[src/limit_alert_defines.svh]
// Purpose: Offsets, field positions, reset values for the limit alert block
// Assumes: 16-bit register words, 4-bit register address field
// Notes: Included by its bare name
`ifndef LIMIT_ALERT_DEFINES_SVH
`define LIMIT_ALERT_DEFINES_SVH

`define REG_CONFIG2 4'h2
`define REG_STATUS 4'h3
`define REG_LOW_THR 4'h4
`define REG_HIGH_THR 4'h5
`define REG_IRQ_CLEAR 4'h6
`define REG_IRQ_ENABLE 4'h7

`define ADDR_MSB 15
`define ADDR_LSB 12
`define LIMIT_MSB 11
`define LIMIT_LSB 0

`define BIT_A_LOW 0
`define BIT_A_HIGH 1
`define BIT_B_LOW 4
`define BIT_B_HIGH 5

`define LOW_THR_RESET 12'h800
`define HIGH_THR_RESET 12'h7ff
`define LOW_FILL 4'h0
`define HIGH_FILL 4'hf
`define SOFT_RESET_CODE 8'h3c
`define HARD_RESET_CODE 8'hff

`endif

[src/limit_alert_pkg.sv]
// Purpose: Types shared by the limit alert files
// Assumes: Two channels of 16-bit results
// Notes: Types only
`default_nettype none
package limit_alert_pkg;
  typedef struct packed {
    logic [3:0] addr;
    logic [15:0] wdata;
    logic wr;
    logic rd;
  } reg_req_t;

  typedef struct packed {
    logic valid;
    logic [15:0] chan_a;
    logic [15:0] chan_b;
  } conv_result_t;

  typedef struct packed {
    logic lower;
    logic upper;
  } limit_hit_t;

  typedef enum logic [1:0] {
    ST_RUN,
    ST_SOFT,
    ST_HARD
  } rst_state_t;
endpackage
`default_nettype wire

[src/limit_compare.sv]
// Purpose: Compares one result against the widened thresholds
// Assumes: Unsigned 16-bit results
// Notes: Pure combinational
`timescale 1ns/1ps
`default_nettype none
`include "limit_alert_defines.svh"
module limit_compare
  import limit_alert_pkg::*;
#(
  parameter int LIMIT_W = 12,
  parameter int DATA_W = 16
) (
  // Thresholds
  input wire logic [LIMIT_W-1:0] low_limit,
  input wire logic [LIMIT_W-1:0] high_limit,
  // Result
  input wire logic [DATA_W-1:0] result,
  output var limit_hit_t hit
);
  logic [DATA_W-1:0] low_wide;
  logic [DATA_W-1:0] high_wide;
  logic lower_hit;
  logic upper_hit;

  // Widen thresholds
  assign low_wide = DATA_W'({low_limit, `LOW_FILL}); // RULE5
  assign high_wide = DATA_W'({high_limit, `HIGH_FILL}); // RULE7
  assign lower_hit = (result < low_wide); // RULE6
  assign upper_hit = (result > high_wide); // RULE8
  assign hit = {lower_hit, upper_hit};
endmodule // limit_compare
`default_nettype wire

[src/limit_alert.sv]
// Purpose: Dual-channel limit alert with sticky flags and interrupt
// Assumes: Results arrive with a one-cycle valid at end of conversion
// Notes: Register words carry their own address in the top nibble
//
// Function
// RULE1 - A channel B result above the high threshold sets the B upper flag, held until status is read.
// RULE2 - A channel B result below the low threshold sets the B lower flag, held until status is read.
// RULE3 - A channel A result above the high threshold sets the A upper flag, held until status is read.
// RULE4 - A channel A result below the low threshold sets the A lower flag, held until status is read.
// RULE5 - The internal low threshold is the 12-bit low value over four zero bits.
// RULE6 - A result below the internal low threshold raises a low indication, else not.
// RULE7 - The internal high threshold is the 12-bit high value over four one bits.
// RULE8 - A result above the internal high threshold raises a high indication, else not.
// RULE9 - The low threshold register reads 0x0800 after reset.
// RULE10 - The high threshold register reads 0x07ff after reset.
// RULE11 - Every register word returns its own address in bits 15 to 12; status reads zero there, config and thresholds echo the written bits.
// RULE12 - Writing the soft reset code clears all limit flags and keeps other registers.
// RULE13 - The status register is at address 3 and reads zero after reset.
// RULE14 - Both thresholds are checked for each channel on every conversion, reserved bits read zero.
//
// Added by the designer: the plain strobed port.
`timescale 1ns/1ps
`default_nettype none
`include "limit_alert_defines.svh"
module limit_alert
  import limit_alert_pkg::*;
#(
  parameter int LIMIT_W = 12,
  parameter int DATA_W = 16
) (
  // Clock and reset
  input wire logic clock,
  input wire logic rst,
  // Register port
  input wire reg_req_t req,
  output logic [15:0] rdata,
  // Conversion results
  input wire conv_result_t conv,
  // Flags and interrupt
  output logic [5:0] flags,
  output logic irq
);
  // ************************************************************
  // Declarations
  // ************************************************************
  logic [LIMIT_W-1:0] low_thr_r;
  logic [LIMIT_W-1:0] high_thr_r;
  logic [7:0] cfg_reset_r;
  logic [3:0] low_addr_r;
  logic [3:0] high_addr_r;
  logic [3:0] cfg_addr_r;
  logic chan_a_lower_flag_r;
  logic chan_a_upper_flag_r;
  logic chan_b_lower_flag_r;
  logic chan_b_upper_flag_r;
  logic [5:0] irq_stat_r;
  logic [5:0] irq_en_r;
  logic [15:0] rdata_r;
  logic [15:0] status_word;
  logic [5:0] event_vec;
  logic status_read;
  logic soft_rst;
  logic hard_rst;
  logic wr_low;
  logic wr_high;
  rst_state_t rst_state_r;
  limit_hit_t hit_a;
  limit_hit_t hit_b;

  // ************************************************************
  // Comparators
  // ************************************************************
  limit_compare #(.LIMIT_W(LIMIT_W), .DATA_W(DATA_W)) u_cmp_a (
    .low_limit(low_thr_r),
    .high_limit(high_thr_r),
    .result(conv.chan_a),
    .hit(hit_a)
  );

  limit_compare #(.LIMIT_W(LIMIT_W), .DATA_W(DATA_W)) u_cmp_b (
    .low_limit(low_thr_r),
    .high_limit(high_thr_r),
    .result(conv.chan_b),
    .hit(hit_b)
  );

  // ************************************************************
  // Decode
  // ************************************************************
  assign status_read = req.rd && (req.addr == `REG_STATUS); // RULE13
  assign wr_low = req.wr && (req.addr == `REG_LOW_THR);
  assign wr_high = req.wr && (req.addr == `REG_HIGH_THR);
  assign soft_rst = req.wr && (req.addr == `REG_CONFIG2) &&
    (req.wdata[7:0] == `SOFT_RESET_CODE); // RULE12
  assign hard_rst = req.wr && (req.addr == `REG_CONFIG2) &&
    (req.wdata[7:0] == `HARD_RESET_CODE);

  // ************************************************************
  // Reset command tracking
  // ************************************************************
  always_ff @(posedge clock) begin
    if (rst) begin
      rst_state_r <= ST_RUN;
    end else begin
      case (rst_state_r)
        ST_RUN: begin
          if (hard_rst) begin
            rst_state_r <= ST_HARD;
          end else if (soft_rst) begin
            rst_state_r <= ST_SOFT;
          end
        end
        ST_SOFT: rst_state_r <= ST_RUN;
        ST_HARD: rst_state_r <= ST_RUN;
        default: rst_state_r <= ST_RUN;
      endcase
    end
  end

  // Configuration reset field
  always_ff @(posedge clock) begin
    if (rst || hard_rst) begin
      cfg_reset_r <= 8'h00;
    end else if (req.wr && req.addr == `REG_CONFIG2) begin
      cfg_reset_r <= req.wdata[7:0];
    end
  end

  // ************************************************************
  // Threshold registers
  // ************************************************************
  always_ff @(posedge clock) begin
    if (rst || hard_rst) begin
      low_thr_r <= LIMIT_W'(`LOW_THR_RESET); // RULE9
    end else if (wr_low) begin
      low_thr_r <= req.wdata[LIMIT_W-1:0];
    end
  end

  always_ff @(posedge clock) begin
    if (rst || hard_rst) begin
      high_thr_r <= LIMIT_W'(`HIGH_THR_RESET); // RULE10
    end else if (wr_high) begin
      high_thr_r <= req.wdata[LIMIT_W-1:0];
    end
  end

  // ************************************************************
  // Address fields, zero until a write loads them
  // ************************************************************
  always_ff @(posedge clock) begin
    if (rst || hard_rst) begin
      low_addr_r <= 4'h0; // RULE9
      high_addr_r <= 4'h0; // RULE10
      cfg_addr_r <= 4'h0;
    end else begin
      if (wr_low) begin
        low_addr_r <= req.wdata[`ADDR_MSB:`ADDR_LSB]; // RULE11
      end
      if (wr_high) begin
        high_addr_r <= req.wdata[`ADDR_MSB:`ADDR_LSB]; // RULE11
      end
      if (req.wr && req.addr == `REG_CONFIG2) begin
        cfg_addr_r <= req.wdata[`ADDR_MSB:`ADDR_LSB]; // RULE11
      end
    end
  end

  // ************************************************************
  // Sticky limit flags, set wins over read clear
  // ************************************************************
  always_ff @(posedge clock) begin
    if (rst || hard_rst || soft_rst) begin // RULE12
      chan_a_lower_flag_r <= 1'b0;
      chan_a_upper_flag_r <= 1'b0;
      chan_b_lower_flag_r <= 1'b0;
      chan_b_upper_flag_r <= 1'b0;
    end else begin
      if (conv.valid && hit_a.lower) begin // RULE14
        chan_a_lower_flag_r <= 1'b1; // RULE4
      end else if (status_read) begin
        chan_a_lower_flag_r <= 1'b0;
      end
      if (conv.valid && hit_a.upper) begin
        chan_a_upper_flag_r <= 1'b1; // RULE3
      end else if (status_read) begin
        chan_a_upper_flag_r <= 1'b0;
      end
      if (conv.valid && hit_b.lower) begin
        chan_b_lower_flag_r <= 1'b1; // RULE2
      end else if (status_read) begin
        chan_b_lower_flag_r <= 1'b0;
      end
      if (conv.valid && hit_b.upper) begin
        chan_b_upper_flag_r <= 1'b1; // RULE1
      end else if (status_read) begin
        chan_b_upper_flag_r <= 1'b0;
      end
    end
  end

  // Read-only address field and reserved bits read zero
  assign status_word = {4'h0, 6'h00, chan_b_upper_flag_r,
    chan_b_lower_flag_r, 2'h0, chan_a_upper_flag_r,
    chan_a_lower_flag_r}; // RULE14
  assign flags = status_word[5:0];

  // ************************************************************
  // Interrupt
  // ************************************************************
  assign event_vec = {conv.valid & hit_b.upper, conv.valid & hit_b.lower,
    2'b00, conv.valid & hit_a.upper, conv.valid & hit_a.lower};

  always_ff @(posedge clock) begin
    if (rst || hard_rst) begin
      irq_stat_r <= 6'h00;
    end else if (req.wr && req.addr == `REG_IRQ_CLEAR) begin
      irq_stat_r <= (irq_stat_r & ~req.wdata[5:0]) | event_vec;
    end else begin
      irq_stat_r <= irq_stat_r | event_vec;
    end
  end

  always_ff @(posedge clock) begin
    if (rst || hard_rst) begin
      irq_en_r <= 6'h00;
    end else if (req.wr && req.addr == `REG_IRQ_ENABLE) begin
      irq_en_r <= req.wdata[5:0] & 6'h33;
    end
  end

  assign irq = |(irq_stat_r & irq_en_r);

  // ************************************************************
  // Read data
  // ************************************************************
  always_ff @(posedge clock) begin
    if (rst) begin
      rdata_r <= 16'h0000;
    end else if (req.rd) begin
      case (req.addr)
        `REG_CONFIG2: rdata_r <= {cfg_addr_r, 4'h0, cfg_reset_r}; // RULE11
        `REG_STATUS: rdata_r <= status_word; // RULE13
        `REG_LOW_THR: rdata_r <= 16'({low_addr_r, low_thr_r}); // RULE11
        `REG_HIGH_THR: rdata_r <= 16'({high_addr_r, high_thr_r}); // RULE11
        `REG_IRQ_ENABLE: rdata_r <= {`REG_IRQ_ENABLE, 6'h00, irq_en_r};
        `REG_IRQ_CLEAR: rdata_r <= {`REG_IRQ_CLEAR, 6'h00, irq_stat_r};
        default: rdata_r <= 16'h0000;
      endcase
    end else begin
      rdata_r <= 16'h0000;
    end
  end
  assign rdata = rdata_r;
endmodule // limit_alert
`default_nettype wire

[config.mk]
export PLATFORM = sky130hd
export DESIGN_NAME = limit_alert
export DESIGN_NICKNAME = d
export VERILOG_FILES = /design/src/limit_alert_pkg.sv /design/src/limit_compare.sv /design/src/limit_alert.sv
export VERILOG_INCLUDE_DIRS = /design/src
export SDC_FILE = /design/constraint.sdc
export NUM_CORES = 1
export LEC_CHECK = 0
export ABC_CLOCK_PERIOD_IN_PS = 2800
export BUFFER_PORTS_ARGS = -buffer_cell sky130_fd_sc_hd__buf_2
export CORE_MARGIN = 10
export CORE_UTILIZATION = 40
export CTS_BUF_LIST = sky130_fd_sc_hd__clkbuf_4
export DETAILED_ROUTE_END_ITERATION = 8
export SLEW_MARGIN = 20
export SYNTH_ARGS = -nofsm -noshare
export SYNTH_HDL_FRONTEND = slang
export SYNTH_HIERARCHICAL = 1
export SYNTH_SLANG_ARGS = --single-unit
[constraint.sdc]
create_clock -name clock -period 2.8 [get_ports clock]
set_clock_uncertainty 0.2 [all_clocks]
set_input_delay 0.28 -clock clock [delete_from_list [all_inputs] [get_ports clock]]
set_output_delay 0.28 -clock clock [all_outputs]
set_load 0.005 [all_outputs]
==> summary.txt <==
Timing
  • Unrepaired setup endpoints after global routing: false
  • Max_slew headroom: 41.5%
  • Shortest period the worst path allows: 2.63 ns
  • Worst Max-Slew Pin Slew: 0.874 ns
  • Final number of hold-violating endpoints: 0
  • Setup Total Neg Slack: 0 ns
  • Number of slew-limit violations in the final report: 0
  • Post-route clock period utilization: 93.8%
  • Post-route worst setup slack: 0.175 ns
  • Fmax: 381 MHz
  • Final-report setup violation count: 0
  • Hold slack final: 0.0894 ns

Placed design
  • Count of input and output buffers: 77
  • Half-perimeter wire length after placement: 10.4 mm
  • Final GP Congestion: between 0.8 and 0.9
  • Pre-CTS setup slack: around 0.36 ns

Synth
  • Yosys top cell area share: between 30% and 40%
  • Dominant register cell in the synthesized netlist: sky130_fd_sc_hd__dfxtp_1
  • Flip-flop and latch count after synthesis: 74
  • Sequential share of the synthesized area: around a third
  • Post-Synthesis Mean Instance Area: 8.36 um2
  • Number of warnings reported in the yosys synthesis log: 6
  • Count of different cell masters after synthesis: 46
  • Leading cell types by total area after synthesis: sky130_fd_sc_hd__dfxtp_1, sky130_fd_sc_hd__ha_1, sky130_fd_sc_hd__a21oi_1, sky130_fd_sc_hd__o21ai_0, sky130_fd_sc_hd__nand3_1
  • Number of enable flip-flop cells after synthesis: 0
  • Synth Cell Area: roughly 4400 um2
  • Post-synthesis cell count: 527
  • Largest area contributor in the netlist: sky130_fd_sc_hd__dfxtp_1
  • Post-synth ARST share: 0%

Hold path
  • Hold crit path type: in -> reg

Pwr
  • Post-route total power: 2.09 mW
  • Worst voltage drop across the vdd grid: 224 uV
  • Leakage component of the power: roughly 2.3 nW
  • Power density normalized to cell area: roughly 400 nW/um2

Global route
  • Combined global-route utilization of all metal layers: 17.4%
  • Largest net degree at the start of global routing: 39
  • Number of global-route vias before repair: 4286
  • Global-route wire length before repair: 22.6 mm
  • Antenna violations before repair: 0
  • Grt total ovfl: 0

Drt
  • Routed via count: about 4200
  • Vias per std cell: 5.65
  • Routed length on met1: 6.38 mm
  • First drt pass iteration count: 4
  • Met3 wire len: 692 um
  • Met2 Routed Length: between 6 and 7 mm
  • Residual DRC: 0
  • Violation count after the first detailed-routing iteration: 346
  • Total wire length: 14.0 mm
  • Uppermost layer routed: met4
  • Antenna-violating nets left: 0
  • Average detailed-routed wire length per instance: approximately 19 um

Worst setup path
  • CP endpoint kind: flip-flop
  • Critical-path maximum fanout: 7
  • Master of the slowest instance on the critical path: sky130_fd_sc_hd__dlygate4sd3_1
  • Kind of critical path: in -> reg
  • Top cell by count, worst path: sky130_fd_sc_hd__dlygate4sd3_1
  • Crit path arrival time: roughly 2.8 ns
  • Required time at the endpoint of the critical path: 2.93 ns
  • Delay of the slowest cell on the worst path: 0.55 ns
  • Total buffers and inverters traversed by the critical path: 4
  • Worst-path cell chain: dlygate4sd3_1 -> buf_2 -> or4_1 -> a2111oi_2 -> buf_4 -> a211oi_1 -> dlygate4sd3_1
  • Cell class contributing the biggest share of worst-path delay: buffers and inverters
  • Startpoint Class: primary input

Floorplanning
  • Std-Cell Core Area: 10800 um2
  • Full die area: 15600 um2
  • Vert. Die Dim: 125 um
  • # IOs: 80
  • Number of standard-cell rows in the floorplan: 38
  • Die extent in x: 125 um
  • Effective utilization at floorplan: 40.8%

Clock network
  • Clock slew at the register clock pins of the worst setup and hold paths: 0.13 ns
  • TritonCTS Buffers: 9
  • Number of resized instances in the post-cts repair step: 0
  • CTS tree: built
  • H-Tree Level Count: 3
  • Clock Sink Count: 74
  • Buffer cell driving the clock tree root: sky130_fd_sc_hd__clkbuf_4
  • Clk Latency, worst-skew pair: 0.42 ns
  • Bufs on Longest Clock Path: 2

Flow run
  • Total of max-cap violations: 0

Cells and area
  • Count of filler cells inserted in the layout: approximately 1100
  • Area Overhead vs Synth: 17.6%
  • Area used by sequential logic in the layout: 1480 um2
  • Nets: 707
  • Fraction of final layout cells with drive strength greater than 1: roughly a fifth
  • Area of the multi-input gates: 2510 um2
  • Antenna fix cells: 0

Outcome
  • Run status: finished clean
==> synthesized netlist by cell type, types with 2 or more instances <==
cell type                   count
sky130_fd_sc_hd__nand4_1       16
sky130_fd_sc_hd__a311oi_1       4
sky130_fd_sc_hd__nand3b_1       6
sky130_fd_sc_hd__clkbuf_1      22
sky130_fd_sc_hd__o21ai_1        2
sky130_fd_sc_hd__inv_1         52
sky130_fd_sc_hd__nand2_1       14
sky130_fd_sc_hd__nand3_1       39
sky130_fd_sc_hd__o21ai_0       48
sky130_fd_sc_hd__dfxtp_1       74
sky130_fd_sc_hd__a2bb2oi_1      2
sky130_fd_sc_hd__o211ai_1       3
sky130_fd_sc_hd__a22oi_1       15
sky130_fd_sc_hd__nor3b_1        2
sky130_fd_sc_hd__buf_4         13
sky130_fd_sc_hd__nor4b_1        2
sky130_fd_sc_hd__a21o_1         4
sky130_fd_sc_hd__mux2_2         2
sky130_fd_sc_hd__o22ai_1        2
sky130_fd_sc_hd__o22a_1         4
sky130_fd_sc_hd__nor2_1        16
sky130_fd_sc_hd__ha_1          46
sky130_fd_sc_hd__and3b_1        6
sky130_fd_sc_hd__mux2i_1        8
sky130_fd_sc_hd__a21oi_2        4
sky130_fd_sc_hd__a211oi_1      10
sky130_fd_sc_hd__buf_2          7
sky130_fd_sc_hd__and3_1        11
sky130_fd_sc_hd__a21oi_1       60
sky130_fd_sc_hd__a211o_1       15
sky130_fd_sc_hd__a221o_1        2
sky130_fd_sc_hd__buf_6          2
==> worst reg2reg max path: cells and delay by family, from the launching register on <==
family / cells / cell delay (ns)
AOI/OAI and AO/OA: 4 / 0.69
adders and majority gates: 1 / 0.31
buffers and inverters: 2 / 0.63
DFF: 1 / 0.39
and+or+nand+nor: 3 / 0.31
==> layer usage <==
metal	global-route usage, %	vias to the layer above
li1	-	2072
met1	22.2	2015
met2	28.7	125
met3	3.38	17
met4	5.69	0
met5	0	-
==> placed cells by master, fill, tap and decap left out, drive strengths merged, types with 11 or more instances in the layout <==
| master | netlist | routed |
|---|---|---|
| a22oi | 15 | 15 |
| buf | 23 | 90 |
| nor2 | 16 | 16 |
| nand2 | 14 | 14 |
| inv | 52 | 52 |
| and3 | 11 | 11 |
| a21oi | 64 | 64 |
| o21ai | 50 | 50 |
| ha | 46 | 46 |
| nand3 | 39 | 39 |
| dlygate4sd3 | 0 | 20 |
| a211o | 15 | 15 |
| nand4 | 16 | 16 |
| dfxtp | 74 | 74 |
==> area by class of cell <==
class                           instances  area share, %
Multi-Input combinational cell        357           48.5
Sequential cell                        74           28.6
Timing Repair Buffer                  110           13.2
Inverter                               52           3.77
Tap cell                              140           3.38
Clock buffer                           10           1.45
Clock inverter                          6           1.11
==> cells by family (layout without fill, tap and decap cells) <==
family | after synthesis | after routing | synth area share [%]
adders and majority gates | 46 | 46 | 13.1
buffers and inverters | 97 | 178 | 9.91
other | 1 | 2 | 0.0851
muxes | 10 | 10 | 2.33
AOI/OAI and AO/OA | 178 | 178 | 25.6
and+or+nand+nor | 121 | 121 | 15.4
DFF | 74 | 74 | 33.6
==> state kept, by name (all words and copies together) (netlist names) <==
| register | count |
|---|---|
| cfg_addr_r | 4 |
| cfg_reset_r | 8 |
| chan_a_lower_flag_r | 1 |
| chan_a_upper_flag_r | 1 |
| chan_b_lower_flag_r | 1 |
| chan_b_upper_flag_r | 1 |
| high_addr_r | 4 |
| high_thr_r | 12 |
| irq_en_r | 4 |
| irq_stat_r | 6 |
| low_addr_r | 4 |
| low_thr_r | 12 |
| rdata | 16 |
==> what timing repair did <==
action,4_1_cts,5_1_grt
hold endpoints to repair,50,0
setup endpoints to repair,0,0
setup buffers,0,0
hold buffers,20,0
==> through the flow <==
| stage | instances | util [%] | area, um2 |
|---|---|---|---|
| after floorplan | 528 | - | 4410 |
| after global placement | 713 | 44.9 | 4850 |
| after detailed placement | 713 | 44.9 | 4850 |
| after CTS | 749 | 48.0 | 5180 |
| after global routing | 749 | 48.0 | 5180 |
| final | 749 | 48.0 | 5180 |
==> report_power, final <==
group | switching [mW] | internal, mW | leakage (nW) | total, mW
Sequential | 0.0204 | 1.07 | 0.600 | 1.09
Combinational | 0.195 | 0.140 | 1.63 | 0.335
Clock | 0.384 | 0.276 | 0.0759 | 0.661
==> worst paths after layout <==
path	start	endpoint	slack, ns	cells after the start
hold / removal	req[0]	chan_a_upper_flag_r	0.09	4
setup reg to reg	low_thr_r[5]	chan_b_lower_flag_r	0.25	10
hold reg to reg	irq_stat_r[3]	irq_stat_r[3]	0.24	2
setup / recovery	req[2]	chan_b_lower_flag_r	0.17	7
Power figures use the tool's default switching activity.
